`src/qdfd_pkg.sv`:
```
/*
 * Shared constants for the quad converter serial frame decoder: word
 * layout, register-select and channel codes, range codes, the register
 * map of the status and control registers, and reset values.
 * Assumes nothing of its surroundings.
 */
package qdfd_pkg;

    // ********************************************************
    // Serial word layout
    // ********************************************************
    localparam int WORD_W     = 24;
    localparam int CNT_W      = 5;
    localparam int BIT_RW     = 23;
    localparam int BIT_RSVD   = 22;
    localparam int SEL_HI     = 21;
    localparam int SEL_LO     = 19;
    localparam int ADDR_HI    = 18;
    localparam int ADDR_LO    = 16;
    localparam int DATA_HI    = 15;
    localparam int CODE_LO    = 4;
    localparam int CODE_W     = 12;
    localparam int LEVEL_W    = 13;
    localparam int DATA_W     = 16;
    localparam int RANGE_W    = 3;
    localparam int CTRLF_W    = 4;
    localparam int NUM_CH     = 4;

    // ********************************************************
    // Field codes
    // ********************************************************
    localparam logic [2:0] SEL_DAC    = 3'h0;
    localparam logic [2:0] SEL_RANGE  = 3'h1;
    localparam logic [2:0] SEL_POWER  = 3'h2;
    localparam logic [2:0] SEL_CTRL   = 3'h3;
    localparam logic [2:0] ADDR_ALL   = 3'h4;
    localparam logic [2:0] CTRL_NOP   = 3'h0;
    localparam logic [2:0] CTRL_SET   = 3'h1;
    localparam logic [2:0] CTRL_CLEAR = 3'h4;
    localparam logic [2:0] CTRL_LOAD  = 3'h5;
    localparam logic [2:0] RANGE_BIP_LO = 3'h3;
    localparam logic [2:0] RANGE_BIP_HI = 3'h5;
    localparam int         CLRSEL_BIT   = 1;

    // ********************************************************
    // Codes and levels
    // ********************************************************
    localparam logic [CODE_W-1:0]  CODE_ZERO = 12'h000;
    localparam logic [CODE_W-1:0]  CODE_MID  = 12'h800;
    localparam logic [LEVEL_W-1:0] HALF_SPAN = 13'h0800;

    // ********************************************************
    // Register map (byte addresses)
    // ********************************************************
    localparam int          ADDR_W        = 8;
    localparam logic [7:0]  REG_CONTROL   = 8'h00;
    localparam logic [7:0]  REG_STATUS    = 8'h04;
    localparam logic [7:0]  REG_LASTWORD  = 8'h08;
    localparam logic [7:0]  REG_READBACK  = 8'h0C;
    localparam logic [7:0]  REG_WORDCNT   = 8'h10;
    localparam logic [7:0]  REG_DROPCNT   = 8'h14;
    localparam logic [7:0]  REG_LEVEL0    = 8'h20;
    localparam int          CTL_ENABLE    = 0;
    localparam int          CTL_CLRCNT    = 1;
    localparam int          STS_ACTIVE    = 0;
    localparam int          STS_RSVDERR   = 1;
    localparam int          STS_BADRANGE  = 2;
    localparam logic [1:0]  CONTROL_RESET = 2'h1;
    localparam int          CNT32_W       = 16;

endpackage : qdfd_pkg

```
`src/qdfd_frame_decoder.sv`:
```
/*
 * Frame decoder top: splits received serial words into their fields,
 * keeps the channel code, range, power and control registers, maps
 * channel codes to signed output levels and offers status over APB.
 * Assumes an APB master on ref_clk and a host driving the serial link.
 */
// Our own choices: the APB interface to the registers and the register addresses.
// Overview of operation
// - Each transfer is one 24-bit word, held until complete.
// - Bits arrive MSB first, bit 23 first, bit 0 last.
// - Word splits into rw, reserved, select, address and data fields.
// - Top bit chooses read or write of the selected register.
// - Select 000 data, 001 range, 010 power, 011 control.
// - Address 000..011 picks channel A..D; 100 picks all four.
// - Every register can be written and read back.
// - Bipolar offset binary: 800h is zero, 2048 steps each half.
// - Bipolar twos complement: zero is zero, 7FFh top, 800h bottom.
// - Unipolar: straight binary, code over 4096 of full scale.
// - Channel code is data bits 15..4; bits 3..0 ignored.
// - Range codes 000..010 unipolar, 011..101 bipolar.
`timescale 1ns/1ps
module qdfd_frame_decoder
    import qdfd_pkg::*;
(
    input  wire logic                          ref_clk,
    input  wire logic                          sys_rst,
    input  wire logic                          serialClk,
    input  wire logic                          frameSyncN,
    input  wire logic                          serial_data_in,
    input  wire logic                          coding_select,
    input  wire logic                          psel,
    input  wire logic                          penable,
    input  wire logic                          pwrite,
    input  wire logic [qdfd_pkg::ADDR_W-1:0]   paddr,
    input  wire logic [31:0]                   pwdata,
    output logic [31:0]                        prdata,
    output logic                               pready,
    output logic                               pslverr,
    output logic [qdfd_pkg::NUM_CH-1:0][qdfd_pkg::LEVEL_W-1:0] chanLevel,
    output logic [qdfd_pkg::NUM_CH-1:0]        chanBipolar
);
    import qdfd_pkg::*;

    // ********************************************************
    // Helper functions
    // ********************************************************
    function automatic logic isBipolar(input logic [RANGE_W-1:0] r);
        return r >= RANGE_BIP_LO && r <= RANGE_BIP_HI;
    endfunction : isBipolar

    function automatic logic [LEVEL_W-1:0] codeToLevel(
        input logic [CODE_W-1:0]  code,
        input logic [RANGE_W-1:0] r,
        input logic               twos);
        logic [LEVEL_W-1:0] lvl;
        lvl = {1'b0, code};
        if (!isBipolar(r))
            lvl = {1'b0, code};
        else if (twos)
            lvl = {code[CODE_W-1], code};
        else
            lvl = {1'b0, code} - HALF_SPAN;
        return lvl;
    endfunction : codeToLevel

    function automatic logic [CODE_W-1:0] clearCode(
        input logic [RANGE_W-1:0] r,
        input logic               clrSel,
        input logic               twos);
        if (!clrSel)
            return twos || !isBipolar(r) ? CODE_ZERO : CODE_MID;
        return isBipolar(r) && !twos ? CODE_ZERO : CODE_MID;
    endfunction : clearCode

    // ********************************************************
    // Link receiver
    // ********************************************************
    logic              wordValid;
    logic              wordDrop;
    logic              frameActive;
    logic [WORD_W-1:0] word;

    qdfd_link_rx u_rx (
        .ref_clk        (ref_clk),
        .sys_rst        (sys_rst),
        .serialClk      (serialClk),
        .frameSyncN     (frameSyncN),
        .serial_data_in (serial_data_in),
        .wordValid      (wordValid),
        .wordData       (word),
        .wordDrop       (wordDrop),
        .frameActive    (frameActive)
    );

    // ********************************************************
    // Field split
    // ********************************************************
    logic [1:0]         control_q;
    logic               wordRead;
    logic               rsvdBit;
    logic [2:0]         regSel;
    logic [2:0]         chanAddr;
    logic [DATA_W-1:0]  dataField;
    logic [CODE_W-1:0]  newCode;
    logic               act;
    logic [1:0]         codingSync_q;
    logic               twosSel;

    assign wordRead  = word[BIT_RW];
    assign rsvdBit   = word[BIT_RSVD];
    assign regSel    = word[SEL_HI:SEL_LO];
    assign chanAddr  = word[ADDR_HI:ADDR_LO];
    assign dataField = word[DATA_HI:0];
    assign newCode   = word[DATA_HI:CODE_LO];
    assign act       = wordValid && control_q[CTL_ENABLE];

    always_ff @(posedge ref_clk)
        codingSync_q <= sys_rst ? 2'h0 : {codingSync_q[0], coding_select};
    assign twosSel = codingSync_q[1];

    // ********************************************************
    // Serial registers
    // ********************************************************
    logic [NUM_CH-1:0][CODE_W-1:0]  chanCode_q;
    logic [NUM_CH-1:0][RANGE_W-1:0] chanRange_q;
    logic [DATA_W-1:0]              power_q;
    logic [CTRLF_W-1:0]             ctrlFn_q;
    logic [DATA_W-1:0]              readback_q;
    logic                           badRange_q;
    logic                           rsvdErr_q;

    genvar ch;
    generate
        for (ch = 0; ch < NUM_CH; ch++) begin : g_chan
            logic hit;
            assign hit = chanAddr == 3'(ch) || chanAddr == ADDR_ALL;

            always_ff @(posedge ref_clk) begin
                if (sys_rst) begin
                    chanCode_q[ch]  <= CODE_ZERO;
                    chanRange_q[ch] <= '0;
                end else if (act && !wordRead) begin
                    if (regSel == SEL_DAC && hit)
                        chanCode_q[ch] <= newCode;
                    else if (regSel == SEL_RANGE && hit &&
                             dataField[RANGE_W-1:0] <= RANGE_BIP_HI)
                        chanRange_q[ch] <= dataField[RANGE_W-1:0];
                    else if (regSel == SEL_CTRL && chanAddr == CTRL_CLEAR)
                        chanCode_q[ch] <= clearCode(chanRange_q[ch],
                            ctrlFn_q[CLRSEL_BIT], twosSel);
                end
            end

            always_ff @(posedge ref_clk) begin
                if (sys_rst) begin
                    chanLevel[ch]   <= '0;
                    chanBipolar[ch] <= 1'b0;
                end else begin
                    chanLevel[ch] <= codeToLevel(chanCode_q[ch],
                        chanRange_q[ch], twosSel);
                    chanBipolar[ch] <= isBipolar(chanRange_q[ch]);
                end
            end
        end
    endgenerate

    always_ff @(posedge ref_clk) begin
        if (sys_rst) begin
            power_q  <= '0;
            ctrlFn_q <= '0;
        end else if (act && !wordRead) begin
            if (regSel == SEL_POWER)
                power_q <= dataField;
            else if (regSel == SEL_CTRL && chanAddr == CTRL_SET)
                ctrlFn_q <= dataField[CTRLF_W-1:0];
        end
    end

    // Readback of the selected register
    always_ff @(posedge ref_clk) begin
        if (sys_rst) begin
            readback_q <= '0;
        end else if (act && wordRead) begin
            unique case (regSel)
                SEL_DAC:
                    readback_q <= {chanCode_q[chanAddr[1:0]],
                                   CODE_LO'(0)};
                SEL_RANGE:
                    readback_q <= DATA_W'(chanRange_q[chanAddr[1:0]]);
                SEL_POWER:
                    readback_q <= power_q;
                default:
                    readback_q <= DATA_W'(ctrlFn_q);
            endcase
        end
    end

    // ********************************************************
    // APB slave
    // ********************************************************
    logic [CNT32_W-1:0] wordCnt_q;
    logic [CNT32_W-1:0] dropCnt_q;
    logic [WORD_W-1:0]  lastWord_q;
    logic               apbWr;
    logic               apbRd;
    logic               mapped;
    logic               levelHit;

    assign apbWr    = psel && penable && pwrite;
    assign apbRd    = psel && !penable && !pwrite;
    assign levelHit = paddr >= REG_LEVEL0 &&
                      paddr < REG_LEVEL0 + ADDR_W'(4 * NUM_CH) &&
                      paddr[1:0] == 2'h0;
    assign mapped   = paddr == REG_CONTROL || paddr == REG_STATUS ||
                      paddr == REG_LASTWORD || paddr == REG_READBACK ||
                      paddr == REG_WORDCNT || paddr == REG_DROPCNT ||
                      levelHit;
    assign pready   = 1'b1;
    assign pslverr  = psel && penable && !mapped;

    always_ff @(posedge ref_clk) begin
        if (sys_rst)
            control_q <= CONTROL_RESET;
        else if (apbWr && paddr == REG_CONTROL)
            control_q <= pwdata[1:0];
        else
            control_q[CTL_CLRCNT] <= 1'b0;
    end

    // Status flags: set wins over software clear
    always_ff @(posedge ref_clk) begin
        if (sys_rst) begin
            rsvdErr_q  <= 1'b0;
            badRange_q <= 1'b0;
        end else begin
            if (act && rsvdBit)
                rsvdErr_q <= 1'b1;
            else if (apbWr && paddr == REG_STATUS && pwdata[STS_RSVDERR])
                rsvdErr_q <= 1'b0;
            if (act && !wordRead && regSel == SEL_RANGE &&
                dataField[RANGE_W-1:0] > RANGE_BIP_HI)
                badRange_q <= 1'b1;
            else if (apbWr && paddr == REG_STATUS && pwdata[STS_BADRANGE])
                badRange_q <= 1'b0;
        end
    end

    always_ff @(posedge ref_clk) begin
        if (sys_rst || control_q[CTL_CLRCNT]) begin
            wordCnt_q  <= '0;
            dropCnt_q  <= '0;
        end else begin
            if (act)
                wordCnt_q <= wordCnt_q + CNT32_W'(1);
            if (wordDrop)
                dropCnt_q <= dropCnt_q + CNT32_W'(1);
        end
    end

    always_ff @(posedge ref_clk) begin
        if (sys_rst)
            lastWord_q <= '0;
        else if (act)
            lastWord_q <= word;
    end

    always_ff @(posedge ref_clk) begin
        if (sys_rst) begin
            prdata <= '0;
        end else if (apbRd) begin
            prdata <= '0;
            if (paddr == REG_CONTROL)
                prdata <= 32'(control_q);
            else if (paddr == REG_STATUS)
                prdata <= 32'({badRange_q, rsvdErr_q, frameActive});
            else if (paddr == REG_LASTWORD)
                prdata <= 32'(lastWord_q);
            else if (paddr == REG_READBACK)
                prdata <= 32'(readback_q);
            else if (paddr == REG_WORDCNT)
                prdata <= 32'(wordCnt_q);
            else if (paddr == REG_DROPCNT)
                prdata <= 32'(dropCnt_q);
            else if (levelHit)
                prdata <= 32'(chanLevel[paddr[3:2]]);
        end
    end

    // ********************************************************
    // Checks
    // ********************************************************
    dac_write_a: assert property (@(posedge ref_clk) disable iff (sys_rst)
        act && !wordRead && regSel == SEL_DAC && chanAddr == 3'h1
        |=> chanCode_q[1] == $past(word[DATA_HI:CODE_LO]))
        else $error("channel B code not written");

    all_chan_a: assert property (@(posedge ref_clk) disable iff (sys_rst)
        act && !wordRead && regSel == SEL_DAC && chanAddr == ADDR_ALL
        |=> chanCode_q[0] == chanCode_q[3] && chanCode_q[2] == chanCode_q[1])
        else $error("broadcast write missed a channel");

    read_keeps_a: assert property (@(posedge ref_clk) disable iff (sys_rst)
        act && wordRead |=> $stable(chanCode_q) && $stable(power_q))
        else $error("read changed register contents");

    range_back_a: assert property (@(posedge ref_clk) disable iff (sys_rst)
        act && wordRead && regSel == SEL_RANGE && chanAddr == 3'h1
        |=> readback_q == DATA_W'($past(chanRange_q[1])))
        else $error("range readback wrong");

    sel_power_a: assert property (@(posedge ref_clk) disable iff (sys_rst)
        act && !wordRead && regSel == SEL_POWER
        |=> power_q == $past(dataField) && $stable(chanRange_q))
        else $error("power register write wrong");

    offset_bin_a: assert property (@(posedge ref_clk) disable iff (sys_rst)
        isBipolar(chanRange_q[1]) && !twosSel &&
        chanCode_q[1] == CODE_MID ##1 $stable(chanCode_q[1])
        |-> chanLevel[1] == '0)
        else $error("offset binary midscale not zero");

    twos_comp_a: assert property (@(posedge ref_clk) disable iff (sys_rst)
        isBipolar(chanRange_q[1]) && twosSel &&
        chanCode_q[1] == CODE_MID ##1 $stable(chanCode_q[1])
        |-> chanLevel[1] == {1'b1, CODE_MID})
        else $error("twos complement bottom wrong");

    unipolar_a: assert property (@(posedge ref_clk) disable iff (sys_rst)
        !isBipolar(chanRange_q[3]) ##1 $stable(chanCode_q[3]) &&
        $stable(chanRange_q[3]) |-> chanLevel[3] == {1'b0, chanCode_q[3]})
        else $error("unipolar level not straight binary");

    drop_ignored_a: assert property (@(posedge ref_clk) disable iff (sys_rst)
        wordDrop |=> $stable(chanCode_q) && $stable(lastWord_q))
        else $error("partial word acted on");

endmodule : qdfd_frame_decoder

```
`src/qdfd_link_rx.sv`:
```
/*
 * Serial link receiver: synchronises the link clock, frame sync and
 * serial data to ref_clk, shifts bits in on falling link-clock edges
 * during a frame and delivers whole 24-bit words at frame end.
 * Assumes the link clock is much slower than ref_clk.
 */
`timescale 1ns/1ps
module qdfd_link_rx
    import qdfd_pkg::*;
(
    input  wire logic                ref_clk,
    input  wire logic                sys_rst,
    input  wire logic                serialClk,
    input  wire logic                frameSyncN,
    input  wire logic                serial_data_in,
    output logic                     wordValid,
    output logic [qdfd_pkg::WORD_W-1:0] wordData,
    output logic                     wordDrop,
    output logic                     frameActive
);
    import qdfd_pkg::*;

    // ********************************************************
    // Synchronisers
    // ********************************************************
    logic [2:0]        clkSync_q;
    logic [2:0]        syncSync_q;
    logic [2:0]        dataSync_q;
    logic [CNT_W-1:0]  bitCnt_q;
    logic [WORD_W-1:0] shift_q;
    logic              clkFall;
    logic              frameEnd;

    always_ff @(posedge ref_clk) begin
        if (sys_rst) begin
            clkSync_q  <= 3'h7;
            syncSync_q <= 3'h7;
            dataSync_q <= 3'h0;
        end else begin
            clkSync_q  <= {clkSync_q[1:0], serialClk};
            syncSync_q <= {syncSync_q[1:0], frameSyncN};
            dataSync_q <= {dataSync_q[1:0], serial_data_in};
        end
    end

    assign frameActive = ~syncSync_q[1];
    assign clkFall     = clkSync_q[2] & ~clkSync_q[1];
    assign frameEnd    = ~syncSync_q[2] & syncSync_q[1];

    // ********************************************************
    // Shift and count
    // ********************************************************
    always_ff @(posedge ref_clk) begin
        if (sys_rst) begin
            shift_q  <= '0;
            bitCnt_q <= '0;
        end else if (!frameActive) begin
            bitCnt_q <= '0;
        end else if (clkFall) begin
            shift_q <= {shift_q[WORD_W-2:0], dataSync_q[1]};
            if (bitCnt_q <= CNT_W'(WORD_W))
                bitCnt_q <= bitCnt_q + CNT_W'(1);
        end
    end

    // ********************************************************
    // Word delivery
    // ********************************************************
    always_ff @(posedge ref_clk) begin
        if (sys_rst) begin
            wordValid <= 1'b0;
            wordDrop  <= 1'b0;
            wordData  <= '0;
        end else begin
            wordValid <= frameEnd && bitCnt_q == CNT_W'(WORD_W);
            wordDrop  <= frameEnd && bitCnt_q != CNT_W'(WORD_W);
            if (frameEnd && bitCnt_q == CNT_W'(WORD_W))
                wordData <= shift_q;
        end
    end

    frame_len_a: assert property (@(posedge ref_clk) disable iff (sys_rst)
        wordValid |-> $past(bitCnt_q) == CNT_W'(WORD_W))
        else $error("word delivered without 24 bits");

    drop_short_a: assert property (@(posedge ref_clk) disable iff (sys_rst)
        $rose(syncSync_q[2]) && $past(bitCnt_q, 2) != CNT_W'(WORD_W)
        |-> wordDrop && !wordValid)
        else $error("incomplete frame not discarded");

endmodule : qdfd_link_rx

```
`config.mk`:
```
export PLATFORM = sky130hd
export DESIGN_NAME = qdfd_frame_decoder
export DESIGN_NICKNAME = d
export VERILOG_FILES = /design/src/qdfd_pkg.sv /design/src/qdfd_frame_decoder.sv /design/src/qdfd_link_rx.sv
export SDC_FILE = /design/constraint.sdc
export NUM_CORES = 1
export LEC_CHECK = 0
export ABC_AREA = 1
export BUFFER_PORTS_ARGS = -buffer_cell sky130_fd_sc_hd__buf_4
export CORE_MARGIN = 5
export CORE_UTILIZATION = 57
export CTS_CLUSTER_DIAMETER = 80
export DETAILED_ROUTE_END_ITERATION = 7
export MAX_ROUTING_LAYER = met4
export PLACE_DENSITY_LB_ADDON = 0.25
export SYNTH_ARGS = -nofsm -noshare
export SYNTH_HDL_FRONTEND = slang
export SYNTH_SLANG_ARGS = --single-unit
```
`constraint.sdc`:
```
create_clock -name ref_clk -period 2.8 [get_ports ref_clk]
set_clock_uncertainty 0.1 [all_clocks]
set_input_delay 0.84 -clock ref_clk [delete_from_list [all_inputs] [get_ports ref_clk]]
set_output_delay 0.84 -clock ref_clk [all_outputs]
set_load 0.05 [all_outputs]
```
Yosys cells after proc, flatten, opt, wreduce, memory -nomap -nowiden --
Cells that the tools add are included.
Cells by class: $add $sub $neg 7, order comparisons 15, eq/ne operators 18, mux-type cells 72, bitwise logic cells 15, reduce and logical (&&, ||, !) cells 93
Operators by type and width (count):
- $mux 12 | 33
- $mux 13 | 6
- $mux 24 | 3
- $sub 12x12->13 const B | 4
- $mux 16 | 3
- $pmux 16 s3 | 1
- $logic_and 1x1->1 | 41
- $add 16x1->16 const B | 2
- $reduce_and 3->1 | 9
- $bmux 13 s2 | 1
- $bmux 12 s2 | 1
- $mux 1 | 22
- $eq 8x4->1 const B | 2
- $eq 8x5->1 const B | 2
- $le 3x3->1 const B | 5
- $logic_or 1x1->1 | 15
- $not 1->1 | 13
- $eq 3x2->1 const B | 4
- $ge 3x2->1 const B | 4
- $reduce_bool 2->1 | 6
- $reduce_or 2->1 | 6
- $logic_not 1->1 | 9
- $eq 8x3->1 const B | 1
- $ge 8x6->1 const B | 1
- 17 further kinds | 26
Storage, ports and cells: flip-flop bits (word level) 309, input bits 49, output and inout port bits 90

Logic depth before layout (Yosys ltp) --
Gate-level depths: netlist of run 1.
word-level depth 12, gate-level depth with buffers 12, gate-level depth less buffers 11

Modules after synthesis --
Synthesis of run 1 repeated with hierarchy kept, for this count alone.
Unflattened totals: cell total of the unflattened synthesis 1657, area total of the unflattened synthesis 12299.3 µm²
By module, submodules not included:
- qdfd_frame_decoder | instances 1, cells an instance 1374, area an instance 10004.6 µm², sequential area each 4764.6 µm²
- qdfd_link_rx | instances 1, cells an instance 283, area an instance 2294.7 µm², sequential area each 1261.2 µm²

Worst setup path before layout of run 1 --
No wires, ideal clock.
kind input to output, start in paddr[2] (netlist bit), end out pslverr, arrival time 2949 ps, data required time 1860 ps, path slack -1089 ps, stages 7, path buffers 2, path through buf_2 -> nand2_1 -> nor2_1 -> nand2_1 -> inv_1 -> buf_4 -> nor4_1
Between the ends: longest elaborated chain between the ends 9, elaborated cells on any way between the ends 18
RTL lines:
- start, declared | RTL line qdfd_frame_decoder.sv:34 | input wire logic [qdfd_pkg::ADDR_W-1:0] paddr,
- branches (longest 6 deep; another with $ge 8x6->1)
- $logic_or 1x1->1 (*) | RTL line qdfd_frame_decoder.sv:216 | paddr == REG_WORDCNT || paddr == REG_DROPCNT ||
- $logic_not 1->1 (*) | RTL line qdfd_frame_decoder.sv:219 | assign pslverr = psel && penable && !mapped;
- $logic_and 1x1->1 (*) | RTL line qdfd_frame_decoder.sv:219
- end, declared | RTL line qdfd_frame_decoder.sv:38 | output logic pslverr,
Mark *: on every way between the ends.

Worst setup path in the final report of run 1 --
start in paddr[0] (netlist bit), end out pslverr
The elaborated chain is that of the path after synthesis.

==> impl_metrics.tcl, run 1 <==
set metrics [dict create \
    run_status "completed" \
    multi_input_area_sq_um 5240 \
    cts_tree "built" \
    crit_path_max_fanout 3 \
    p_clk_share_pct 47.4 \
    p_sw_share_pct 21.6 \
    cts_inserted_buffers 30 \
    synth_ff_type "dfxtp_1" \
    p_total_uw 8630 \
    overflow 0 \
    critPathRequiredTime_ps 1860 \
    synth_fa_ha_area_share_pct 0.404 \
    h-tree-depth 1 \
    hpwl_um 26200 \
    areaGrowthSynthToFinish_pct 16.9 \
    pre_cts_slack_ps 35.4 \
    critPathKind "input pin to output port" \
    clkSlewWorstSetupHoldPaths_ps 60 \
    synth_seq_cells 301 \
    layout_commonest_cell "nand2_1" \
    yosysSeqAreaShare_pct 48.7 \
    hold-worst-slack_ps 303 \
    dieArea_sq_um 24800 \
    final_antenna_net_count 0 \
    fmax_mhz 368 \
    p_leak_uw 0.00607 \
    clk_path_buf_depth 3 \
    num_io_pins 139 \
    max-slew-margin-rel_pct 24.9 \
    num_rows 54 \
    layout_common_cells "nand2_1, dfxtp_1, nor2_1" \
    layout_min_cycle_time_ps 2710 \
    hold_class "flip-flop to flip-flop" \
    fin_setup_tns_ps 0 \
    syn_avg_cell_area_sq_um 7.42 \
    combPwrFrac_pct 2.8 \
    die_w_um 157 \
    synth_xor_area_share_pct 0.354 \
    numPortBuffers 100 \
    antennaDiodeCount 0 \
    initial_core_util_pct 57.3 \
    synth_top_family_by_area "simple AND/OR/NAND/NOR gates" \
    switching_power_uw 1860 \
    drc 0 \
    final_layout_size_suffix_gt1_share_pct 14.5 \
    cts_num_sinks 301 \
    vias 11500 \
    cts_setup_buffers 0 \
    die_h_um 157 \
    crit_path_start_kind "input pin" \
    p_int_uw 6770 \
    core_sq_um 21600 \
    synth_area_sq_um 12400 \
    synth_edf_count 0 \
    cp_data_arrival_time_ps 1770 \
    grt_max_degree 105 \
    synth.area.mux_share_pct 0.0808 \
    routabilityCongestion 0.960 \
    seqPwrFrac_pct 49.8 \
    antenna_found_initial 0 \
    final-seq-area_sq_um 6030 \
    drtPass1Iterations 5 \
    via_per_inst 5.57 \
    globalRouteTotalUtil_pct 30.0 \
    drtIter0Drc 1045 \
    nFillCells 1863 \
    wirelength_um 36400 \
    fin_crit_sh_pct 96.9 \
    synth_simple_gate_area_share_pct 22.7 \
    hold_viol_final 0 \
    peakVddDrop_uv 613 \
    root_buffer "clkbuf_16" \
    clkLatencyLatePin_ps 560 \
    power_density_nw_per_um2 596 \
    end_kind "output port" \
    synth_cell_types 49 \
    cap_violations 0 \
    wire_per_inst_um 17.7 \
    rsz0062_at_grt "no" \
    nets 1813 \
    tightest_slew_ps 1120 \
    setup_ws_ps 86.0 \
    grt_pass1_wl_um 57600 \
    synthCells 1668 \
    setup_viol 0 \
    async_flop_share_pct 0 \
    synth_compound_area_share_pct 18.1 \
    yosysWarnings 0 \
    final_max_slew_viol_count 0 \
    grt_pass1_vias 10800 \
]
## cell families after synthesis
group | after synthesis
AND/OR/NAND/NOR | 667
XOR/XNOR | 5
flip-flops | 301
buffers and inverters | 288
AO/OA/AOI/OAI | 400
other | 2
multiplexers | 1
adder cells (fa/ha/maj) | 4
## flip-flops by register name (all words and copies together) (netlist names)
signal,count
dropCnt_q,16
chanLevel,52
u_rx.dataSync_q,2
rsvdErr_q,1
chanCode_q,48
readback_q,16
u_rx.shift_q,24
badRange_q,1
codingSync_q,2
u_rx.wordDrop,1
u_rx.clkSync_q,3
control_q,2
ctrlFn_q,4
u_rx.syncSync_q,3
lastWord_q,24
u_rx.wordData,24
u_rx.bitCnt_q,5
chanBipolar,4
prdata,24
u_rx.wordValid,1
chanRange_q,12
wordCnt_q,16
power_q,16
## path summary, 6_finish.rpt
path         slack [ps]                          start  cells past startpoint                            end
max                  90                       paddr[0]                      8                        pslverr
min                 300     codingSync_q[0]$_SDFF_PP0_                      2     codingSync_q[1]$_SDFF_PP0_
max reg2reg         390  u_rx.bitCnt_q[1]$_SDFFE_PP0P_                      8  u_rx.wordData[4]$_SDFFE_PP0P_
min reg2reg         300     codingSync_q[0]$_SDFF_PP0_                      2     codingSync_q[1]$_SDFF_PP0_
## per-layer routing
metal  vias up  GRT usage [%]  part of all wire, %
met5         -              -                    0
met2       465           47.6                   46
met4         0           9.14                  3.0
li1       5602              -                    -
met3        79           4.40                  7.8
met1      5349           39.9                   43
## what timing repair did
item	4_1_cts	5_1_grt
hold buffers	0	0
setup endpoints to repair	0	1
gates resized for setup	0	2
## cell type report
cell class	count	area share, %
sequential	301	41.6
tap	280	2.42
clock buffer	43	5.94
inverter	201	5.22
timing repair buffer	140	7.52
multi-input combinational	1086	36.2
clock inverter	12	1.08
## cell usage after synthesis, types with 3 or more instances
cell type	number	area [sq um]
o21ai_0	130	651
nor2_1	190	713
a22o_1	11	96.3
inv_2	19	71.3
buf_2	24	120
ha_1	4	50.1
nor2_4	5	56.3
inv_1	180	676
o21a_1	4	30.0
o21ai_1	30	150
nand4_1	10	62.6
nand2_2	6	37.5
dfxtp_1	301	6030
xnor2_1	3	26.3
buf_1	7	26.3
a21oi_1	156	781
o211ai_1	3	22.5
or2_2	4	25.0
nor3_1	12	60.1
clkbuf_1	39	146
nand3_1	90	450
a22oi_1	3	22.5
nor2_2	8	50.1
o2111ai_1	5	43.8
o31ai_2	9	113
nand2_1	330	1240
and3_1	4	25.0
buf_4	15	113
o22ai_1	36	225
## power by group through the flow
| stage | clock [uW] | sequential, uW | combinational [uW] |
|---|---|---|---|
| after detailed placement | 0 | 4390 | 237 |
| after floorplan | 0 | 4390 | 164 |
| after global routing | 4320 | 4290 | 262 |
| after CTS | 4120 | 4290 | 238 |
| final | 4090 | 4290 | 243 |
| after global placement | 0 | 4390 | 235 |
## worst max-delay path: stages
cell and delay [ps]:
buf_4 90, inv_1 30, nand2_1 140, nor2_4 70, nand2_2 80, inv_2 50
nor4_4 250, buf_4 230
## stage by stage
stage                     area [sq um]  util (%)  instances
after detailed placement         13500      62.2       2008
after global routing             14500      67.0       2063
after floorplan                  12500         -       1675
final                            14500      67.0       2063
after CTS                        14500      66.9       2063
after global placement           13500      62.2       2008
No activity file was read; power rests on OpenSTA's default activity.
==> run 2: changes to the inputs <==
--- a/config.mk
+++ b/config.mk
@@ -5,14 +5,15 @@
 export SDC_FILE = /design/constraint.sdc
 export NUM_CORES = 1
 export LEC_CHECK = 0
-export ABC_AREA = 1
 export BUFFER_PORTS_ARGS = -buffer_cell sky130_fd_sc_hd__buf_4
 export CORE_MARGIN = 5
 export CORE_UTILIZATION = 57
+export CTS_BUF_LIST = sky130_fd_sc_hd__clkbuf_4 sky130_fd_sc_hd__clkbuf_8
 export CTS_CLUSTER_DIAMETER = 80
 export DETAILED_ROUTE_END_ITERATION = 7
 export MAX_ROUTING_LAYER = met4
 export PLACE_DENSITY_LB_ADDON = 0.25
+export SLEW_MARGIN = 20
 export SYNTH_ARGS = -nofsm -noshare
 export SYNTH_HDL_FRONTEND = slang
 export SYNTH_SLANG_ARGS = --single-unit
==> run 2 against run 1 <==
Net effect: total power increased by 2.2%; sequential cell count unchanged; combinational power increased by 2%; non-clock buffer count decreased by 4; core utilization decreased by 0.082 points; final cell count decreased by 12%; sequential power about the same; global-route usage decreased by 3.8 points; design area increased by 0.19%; worst hold slack improved by 10 ps; largest cell class unchanged; largest power group unchanged.
==> impl_metrics.tcl, run 2 <==
set metrics [dict create \
    run_status "completed" \
    grt_pass1_wl_um 50900 \
    yosysTopAreaCell "dfxtp_1" \
    routabilityCongestion 0.861 \
    dp.cells 1715 \
    path_cells "buf_4, nor4_2, a21boi_4, buf_4" \
    setup_viol 0 \
    vias 10400 \
    num_io_pins 139 \
    fin_setup_tns_ps 0 \
    initial_core_util_pct 57.4 \
    ctsResizeCount 0 \
    drtPass1Iterations 5 \
    cp_slowest_cell "nor4_2" \
    synthCells 1410 \
    cts_setup_buffers 0 \
    areaGrowthSynthToFinish_pct 16.4 \
    layout_common_cells "dfxtp_1, nand2_1, a21oi_1" \
    synthMostInstantiatedCell "dfxtp_1" \
    num_rows 54 \
    hpwl_um 22600 \
    fin_crit_sh_pct 94.2 \
    fmax_mhz 379 \
    drtIter0Drc 974 \
    yosysSeqAreaShare_pct 48.4 \
    tightest_slew_ps 809 \
    grt_pass1_vias 9696 \
    pre_cts_slack_ps 134 \
    final_layout_size_suffix_gt1_share_pct 18.0 \
    critPathKind "input pin to output port" \
    h-tree-depth 2 \
    core_sq_um 21700 \
    end_kind "output port" \
    synth_area_sq_um 12500 \
    max-slew-margin-rel_pct 46.0 \
    hold_buffers 0 \
    die_h_um 158 \
    overflow 0 \
    cts_num_sinks 301 \
    yosysWarnings 0 \
    wire_per_inst_um 17.6 \
    nets 1540 \
    p_total_uw 8820 \
    crit_top_cell "buf_4" \
    final-seq-area_sq_um 6030 \
    final_max_slew_viol_count 0 \
    via_per_inst 5.75 \
    setup_ws_ps 164 \
    synth_ff_type "dfxtp_1" \
    ys_top_cells_by_count "dfxtp_1, nand2_1, a21oi_1" \
    peakVddDrop_uv 448 \
    globalRouteTotalUtil_pct 26.2 \
    hold_class "flip-flop to flip-flop" \
    crit_path_start_kind "input pin" \
    reg_top3 "chanLevel: 52 flops, chanCode_q: 48 flops" \
    clk_path_buf_depth 3 \
    synth_seq_cells 301 \
    cp_slowest_stage_delay_ps 440 \
    root_buffer "clkbuf_8" \
    crit_path_max_fanout 2 \
    crit_family "simple AND/OR/NAND/NOR gates" \
    cts_inserted_buffers 50 \
    largest_reg_flops 52 \
    die_w_um 158 \
    async_flop_share_pct 0 \
    rsz0062_at_grt "no" \
    syn_avg_cell_area_sq_um 8.84 \
    instances_no_fill 1806 \
    drc 0 \
    final_antenna_net_count 0 \
    synth_edf_count 0 \
    cp_num_buf_inv 2 \
    layout_min_cycle_time_ps 2640 \
    synth_top_area_share_pct 48.4 \
    power_density_nw_per_um2 608 \
    cts_tree "built" \
    largest_register "chanLevel" \
    multi_input_area_sq_um 5910 \
    grt_max_degree 88 \
    hold_viol_final 0 \
    numPortBuffers 100 \
    clkLatencyLatePin_ps 580 \
    antenna_found_initial 1 \
    critPathRequiredTime_ps 1860 \
    layout_commonest_cell "dfxtp_1" \
    dieArea_sq_um 24900 \
    cp_data_arrival_time_ps 1700 \
    cap_violations 0 \
    nFillCells 1760 \
    synth_cell_types 65 \
    p_leak_uw 0.00538 \
    ys_top_cells_by_area "dfxtp_1, nand2_1, a21oi_1" \
    wirelength_um 31800 \
    clkSlewWorstSetupHoldPaths_ps 60 \
]
-- run 2: cell count changes after synthesis, sizes merged, moves of 16 or more --
cell / before / now
and3: 4 / 20
inv: 199 / 6
nand2b: 0 / 25
mux4: 0 / 25
nor2b: 0 / 54
xor2: 2 / 31
nor2: 204 / 126
mux2i: 1 / 36
nand3: 92 / 33
o21ai: 161 / 44
a22oi: 3 / 52
nand2: 337 / 240
clkbuf: 39 / 66
o22ai: 36 / 14
-- run 2: stage by stage --
stage	utilization, %	hold WS [ps]	instance area (sq um)
floorplan	-	289	12500
global placement	61.6	295	13400
detailed placement	61.6	299	13400
CTS	66.8	316	14500
global route	66.9	314	14500
finish	66.9	313	14500
-- run 2: cell type report --
class                      count  share of cell area (%)
antenna                        1                  0.0173
clock buffer                  76                    6.74
clock inverter                14                    1.15
inverter                       6                   0.155
multi-input combinational    992                    40.7
sequential                   301                    41.5
tap                          280                    2.42
timing repair buffer         136                    7.24
-- run 2: worst paths after layout --
check                                                     from                            to  slack [ps]  depth (start not counted)
worst max register to register  u_rx.wordData[16]$_SDFFE_PP0P_   chanCode_q[44]$_SDFFE_PP0P_         540                          6
worst min register to register    u_rx.clkSync_q[0]$_SDFF_PP1_  u_rx.clkSync_q[1]$_SDFF_PP1_         310                          1
worst min-delay path              u_rx.clkSync_q[0]$_SDFF_PP1_  u_rx.clkSync_q[1]$_SDFF_PP1_         310                          1
worst max-delay path                                  paddr[1]                       pslverr         160                          4
-- run 2: routing by layer --
metal / track usage [%] / wire length (um) / up-vias
met5: - / 0 / -
met3: 5.11 / 2600 / 72
met1: 33.8 / 13200 / 4919
met2: 41.5 / 15100 / 375
li1: - / - / 5010
met4: 8.68 / 871 / 0
-- run 2: kinds of logic (layout without fill, tap and decap cells) --
kind of cell             count (synthesis)  count (layout)  share of synthesized area [%]
AND/OR/NAND/NOR                        584             584                           22.2
other                                    2              10                         0.0603
multiplexers                            62              62                           7.50
adder cells (fa/ha/maj)                  4               4                          0.402
XOR/XNOR                                44              44                           3.09
flip-flops                             301             301                           48.4
AO/OA/AOI/OAI                          289             289                           13.8
buffers and inverters                  124             232                           4.53
-- run 2: power breakdown --
part,total [uW],internal (uW),switching (uW)
logic,248,71.9,176
registers,4300,4290,6.21
clock network,4270,2520,1760
total,8820,6880,1940
-- run 2: worst register-to-register path, delay by kind of cell, from the launching register on --
family	cells	cell delay [ps]
AOI/OAI and AO/OA	2	460
DFF	1	700
and+or+nand+nor	3	660
buffers and inverters	1	280
